$ cat config.mk
export PLATFORM = sky130hd
export DESIGN_NAME = nst_memtest
export DESIGN_NICKNAME = d
export VERILOG_FILES = /design/src/nst_pkg.sv /design/src/nst_memtest.sv
export VERILOG_INCLUDE_DIRS = /design/src /design/src/src
export SDC_FILE = /design/constraint.sdc
export NUM_CORES = 1
export LEC_CHECK = 0
export BUFFER_PORTS_ARGS = -buffer_cell sky130_fd_sc_hd__buf_2
export CAP_MARGIN = 0
export CELL_PAD_IN_SITES_DETAIL_PLACEMENT = 0
export CELL_PAD_IN_SITES_GLOBAL_PLACEMENT = 1
export CORE_MARGIN = 4
export CORE_UTILIZATION = 36
export CTS_CLUSTER_SIZE = 30
export DETAILED_ROUTE_END_ITERATION = 8
export GPL_TIMING_DRIVEN = 1
export PLACE_DENSITY = 0.91
export SLEW_MARGIN = 25
export SYNTH_ARGS = -nofsm -noshare
export SYNTH_HDL_FRONTEND = slang
export SYNTH_SLANG_ARGS = --single-unit
export TNS_END_PERCENT = 5
$ cat constraint.sdc
create_clock -name clk_sys -period 3.25 [get_ports clk_sys]
set_clock_uncertainty 0.1 [all_clocks]
set_input_delay 0 -clock clk_sys [delete_from_list [all_inputs] [get_ports clk_sys]]
set_output_delay 0 -clock clk_sys [all_outputs]
set_load 0.005 [all_outputs]
$ cat src/nst_consts.svh
// constants of the network module self-test sequencer
`ifndef NST_CONSTS_SVH
`define NST_CONSTS_SVH
`define NST_CMD_DIAG      8'h12
`define NST_CMD_RESET     8'h77
`define NST_RES_PASS      8'h00
`define NST_RES_CHKSUM    8'h01
`define NST_RES_MEM       8'h02
`define NST_RES_ADDR      8'h03
`define NST_RES_LOOP      8'h04
`define NST_PAT0          8'h00
`define NST_PAT1          8'hFF
`define NST_PAT2          8'h55
`define NST_PAT3          8'hAA
`define NST_RES_RST       8'h00
`endif

$ cat src/nst_pkg.sv
// types of the network module self-test sequencer
package nst_pkg;
    typedef enum logic [3:0] {
        NST_IDLE    = 4'b0000,
        NST_OFFLINE = 4'b0001,
        NST_CHKSUM  = 4'b0010,
        NST_CHKWAIT = 4'b0011,
        NST_MEMWR   = 4'b0100,
        NST_MEMRD   = 4'b0101,
        NST_ADDR    = 4'b0110,
        NST_INIT    = 4'b0111,
        NST_LOOP    = 4'b1000,
        NST_LOOPW   = 4'b1001,
        NST_BRDRST  = 4'b1010,
        NST_LED     = 4'b1011,
        NST_REPORT  = 4'b1100
    } nst_state_e;
    typedef enum logic [1:0] {
        NST_MEM_WORK = 2'b00,
        NST_MEM_BUF  = 2'b01
    } nst_mem_e;
endpackage : nst_pkg

$ cat src/nst_memtest.sv
// four-pattern write/read-back memory tester
`timescale 1ns/1ps
`default_nettype none
`include "nst_consts.svh"
module nst_memtest
    import nst_pkg::*;
#(
    parameter int AW = 4
)(
    input  wire logic          clk_sys,
    input  wire logic          rstn,
    input  wire logic          start,
    output logic               busy,
    output logic               done,
    output logic               fail,
    output logic               mem_we,
    output logic [AW-1:0]      mem_addr,
    output logic [7:0]         mem_wdata,
    input  wire logic [7:0]    mem_rdata
);
    // ----------------------------------------
    // pattern sweep
    // ----------------------------------------
    logic [1:0]    pat_ff, nxt_pat;
    logic [AW-1:0] adr_ff, nxt_adr;
    logic [1:0]    ph_ff, nxt_ph;   // 0 idle 1 write 2 read
    logic          done_ff, nxt_done, fail_ff, nxt_fail;
    logic [7:0]    pat;

    always_comb
    begin
        unique case (pat_ff)
            2'd0: pat = `NST_PAT0;
            2'd1: pat = `NST_PAT1;
            2'd2: pat = `NST_PAT2;
            default: pat = `NST_PAT3;
        endcase
    end

    // read data is combinational from the memory at mem_addr
    always_comb
    begin
        nxt_pat  = pat_ff;
        nxt_adr  = adr_ff;
        nxt_ph   = ph_ff;
        nxt_done = 1'b0;
        nxt_fail = fail_ff;
        if (ph_ff == 2'd0)
        begin
            if (start)
            begin
                nxt_ph   = 2'd1;
                nxt_pat  = 2'd0;
                nxt_adr  = '0;
                nxt_fail = 1'b0;
            end
        end
        else
        begin
            nxt_adr = adr_ff + 1'b1;
            if (ph_ff == 2'd2 && mem_rdata != pat)
            begin
                nxt_fail = 1'b1;
                nxt_done = 1'b1;
                nxt_ph   = 2'd0;
            end
            else if (adr_ff == {AW{1'b1}})
            begin
                if (ph_ff == 2'd1)
                    nxt_ph = 2'd2;
                else if (pat_ff == 2'd3)
                begin
                    nxt_done = 1'b1;
                    nxt_ph   = 2'd0;
                end
                else
                begin
                    nxt_ph  = 2'd1;
                    nxt_pat = pat_ff + 2'd1;
                end
            end
        end
    end

    always_ff @(posedge clk_sys or negedge rstn)
    begin
        if (!rstn)
        begin
            pat_ff  <= 2'd0;
            adr_ff  <= '0;
            ph_ff   <= 2'd0;
            done_ff <= 1'b0;
            fail_ff <= 1'b0;
        end
        else
        begin
            pat_ff  <= nxt_pat;
            adr_ff  <= nxt_adr;
            ph_ff   <= nxt_ph;
            done_ff <= nxt_done;
            fail_ff <= nxt_fail;
        end
    end

    assign busy      = (ph_ff != 2'd0);
    assign done      = done_ff;
    assign fail      = fail_ff;
    assign mem_we    = (ph_ff == 2'd1);
    assign mem_addr  = adr_ff;
    assign mem_wdata = pat;
endmodule : nst_memtest
`default_nettype wire

==> results.md <==
- Gp weighted congestion: 0.871
- Max Fanout on Critical Path: 7
- Post-CTS Setup Repair Bufs: 0
- Main synth FF type: dfrtp_1
- Syn Nets: 92
- Gr ovfl total: 0
- FF+latch count, synth: 10
- Pwr dens: 655 nW/um^2
- LEAKAGE: 0.434 nW
- Nets: 119
- Clk sinks: 10
- FFs w/ async S/R, synth: 1.00
- Initial antenna violation count: 0
- Met2 WL: 712 um
- Synthesized instance count: 77
- Max_slew headroom: 0.659
- Worst path max stage delay: 0.44 ns
- Worst-path cell chain: ha_1, inv_1, nor4b_1, o22ai_2, a211oi_1, o32ai_2
- Final min period: 2.05 ns
- CTS tree: yes
- Worst-Skew Late Latency: 0.26 ns
- Critical Path RT: 3.28 ns
- Vias in the first global route: 591
- GRT Overall Usage: 0.125
- Level count of the clock H-tree: 1
- CTS Buffer Depth: 2
- # DRC: 0
- Setup violations, final: 0
- M1 WL: 592 um
- Fmax: 487 MHz
- DIE AREA: 2630 um^2
- Core area: 1750 um^2
- Mapped Area: 673 um^2
- Crit path max-delay family: compound AO/OA/AOI/OAI gates
- Area grow syn2layout: 23.6%
- IO Port Bufs: 26
- Via density: 4.87
- Clock transition at path regs: 0.06 ns
- Slew Limit Fails: 0
- Vias: 618
- Slowest CP cell: dfrtp_1
- Fin util: 0.477
- First drt pass iteration count: 3
- First-pass GRT wire length: 2450 um
- Max-Cap Viols: 0
- Setup TNS: 0 ns
- DRT Wirelength: 1410 um
- Reg area: 250 um^2
- Period utilization: 0.632
- Worst Max-Slew Pin Slew: 0.510 ns
- Initial Util: 0.386
- Kind of end point of the critical path: flop
- IO Pins: 27
- Hold Vio Cnt, Final: 0
- Met3 routed WL: 84 um
- RSZ-0062 raised after global routing: no
- Worst path buffer plus inverter count: 1
- Largest net degree at the start of global routing: 11
- Critical Path Start Type: flop
- Hold Crit Class: in -> async
- Syn. warnings: 0
- Num CTS Buffers: 3
- EDFF count, synth: 0
- Unique masters post-synth: 30
- Post-synthesis sequential area ratio: 0.372
- CTS root buffer: clkbuf_4
- Dpl hpwl: 1110 um
- Fillers: 184
- Resize count post-CTS: 0
- Share of post-route cells with drive strength above 1: 0.333
- Die Wd: 51.2 um
- Starting DRT DRC Count: 4
- Drt wl/cell: 11.1 um
- Critical path class: reg -> reg
- Outcome: completed
- Uppermost layer routed: met4
- Peak supply drop: 0.346 mV
- Area taken by multi-input logic gates: 359 um^2
- Antenna cells: 0
- Post-route ant nets: 0
- Mean Syn Cell Area: 8.74 um^2
- Hold buffers post-CTS: 2
- Critical path arrival: 2.09 ns
- Rows: 15
- Die Height: 51.2 um
where the power goes:
| part | internal (mW) | switching, mW |
|---|---|---|
| combinational | 0.122 | 0.144 |
| sequential | 0.155 | 0.0423 |
| clock | 0.0427 | 0.0394 |
| total | 0.319 | 0.226 |
routing by layer:
layer  GRT usage  vias to the layer above
li1            -                      318
met1       0.147                      281
met2       0.208                       17
met3      0.0466                        2
met4      0.0393                        0
met5           0                        -
state kept, by name, indices dropped and copies added (netlist names):
| register | count |
|---|---|
| mem_addr | 4 |
| done | 1 |
| fail | 1 |
| ph_ff | 2 |
| pat_ff | 2 |
logic make-up (layout without fill, tap and decap cells):
| logic type | count (synthesis) | after routing | synth area share |
|---|---|---|---|
| and+or+nand+nor | 34 | 34 | 0.258 |
| buffers and inverters | 11 | 36 | 0.0948 |
| xor gates and xnor gates | 1 | 1 | 0.0130 |
| AOI/OAI and AO/OA | 15 | 15 | 0.158 |
| muxes | 2 | 2 | 0.0297 |
| DFF | 10 | 10 | 0.372 |
| adders and majority gates | 4 | 4 | 0.0744 |
path summary, 6_finish.rpt:
check / start / slack (ns) / depth (start not counted) / to
max: pat_ff[0] / 1.20 / 6 / pat_ff[1]
min: rstn / 0.03 / 2 / mem_addr[3]
max reg2reg: pat_ff[0] / 1.20 / 6 / pat_ff[1]
min reg2reg: fail / 0.37 / 2 / fail
max in group asynchronous: rstn / 2.83 / 2 / pat_ff[1]
min in group clk_sys: mem_rdata[0] / 0.23 / 5 / fail
synth_stat cells, types with 2 or more instances:
cell	n	area share
o21ai_1	4	0.030
buf_4	6	0.067
nand3b_1	3	0.033
mux2i_1	2	0.030
ha_1	4	0.074
o21ai_0	4	0.030
dfrtp_1	10	0.37
inv_2	2	0.011
nand2_1	11	0.061
inv_1	3	0.017
nor2b_1	2	0.019
nand3_1	2	0.015
nor2_1	7	0.039
metrics by stage:
stage	instance area (um^2)	hold slack [ns]	worst slack (ns)	total power, mW	cells
finish	832	0.0302	1.20	0.545	127
floorplan	673	-0.396	1.31	0.400	77
CTS	832	0.0252	1.17	0.556	127
global placement	790	-0.228	1.25	0.463	122
detailed placement	790	-0.223	1.18	0.468	122
global route	832	0.0476	1.03	0.605	127
area by class of cell:
| type | count | share of cell area |
|---|---|---|
| flip-flops and latches | 10 | 0.301 |
| repair buffers | 28 | 0.180 |
| well taps | 25 | 0.0376 |
| clock buffers | 3 | 0.0271 |
| inverters | 5 | 0.0226 |
| multi-input cells | 56 | 0.432 |
placed cells by master (no fill, tap or decap):
cell type,n
a211oi_1,1
a21o_1,1
a21oi_1,1
and2_1,1
and3_1,1
buf_2,26
clkbuf_4,3
dfrtp_1,10
dlygate4sd3_1,2
ha_1,4
inv_1,3
inv_2,2
mux2i_1,2
nand2_1,11
nand3_1,2
nand3b_1,3
nand4_1,1
nor2_1,7
nor2_2,1
nor2b_1,2
nor3_1,1
nor4b_1,1
o21ai_0,4
o21ai_1,4
o221ai_1,1
o22ai_2,1
o31a_1,1
o32ai_2,1
or2_1,1
or3b_1,1
or4_1,1
xor2_1,1
Note: power is estimated with default switching activity, not from simulation.
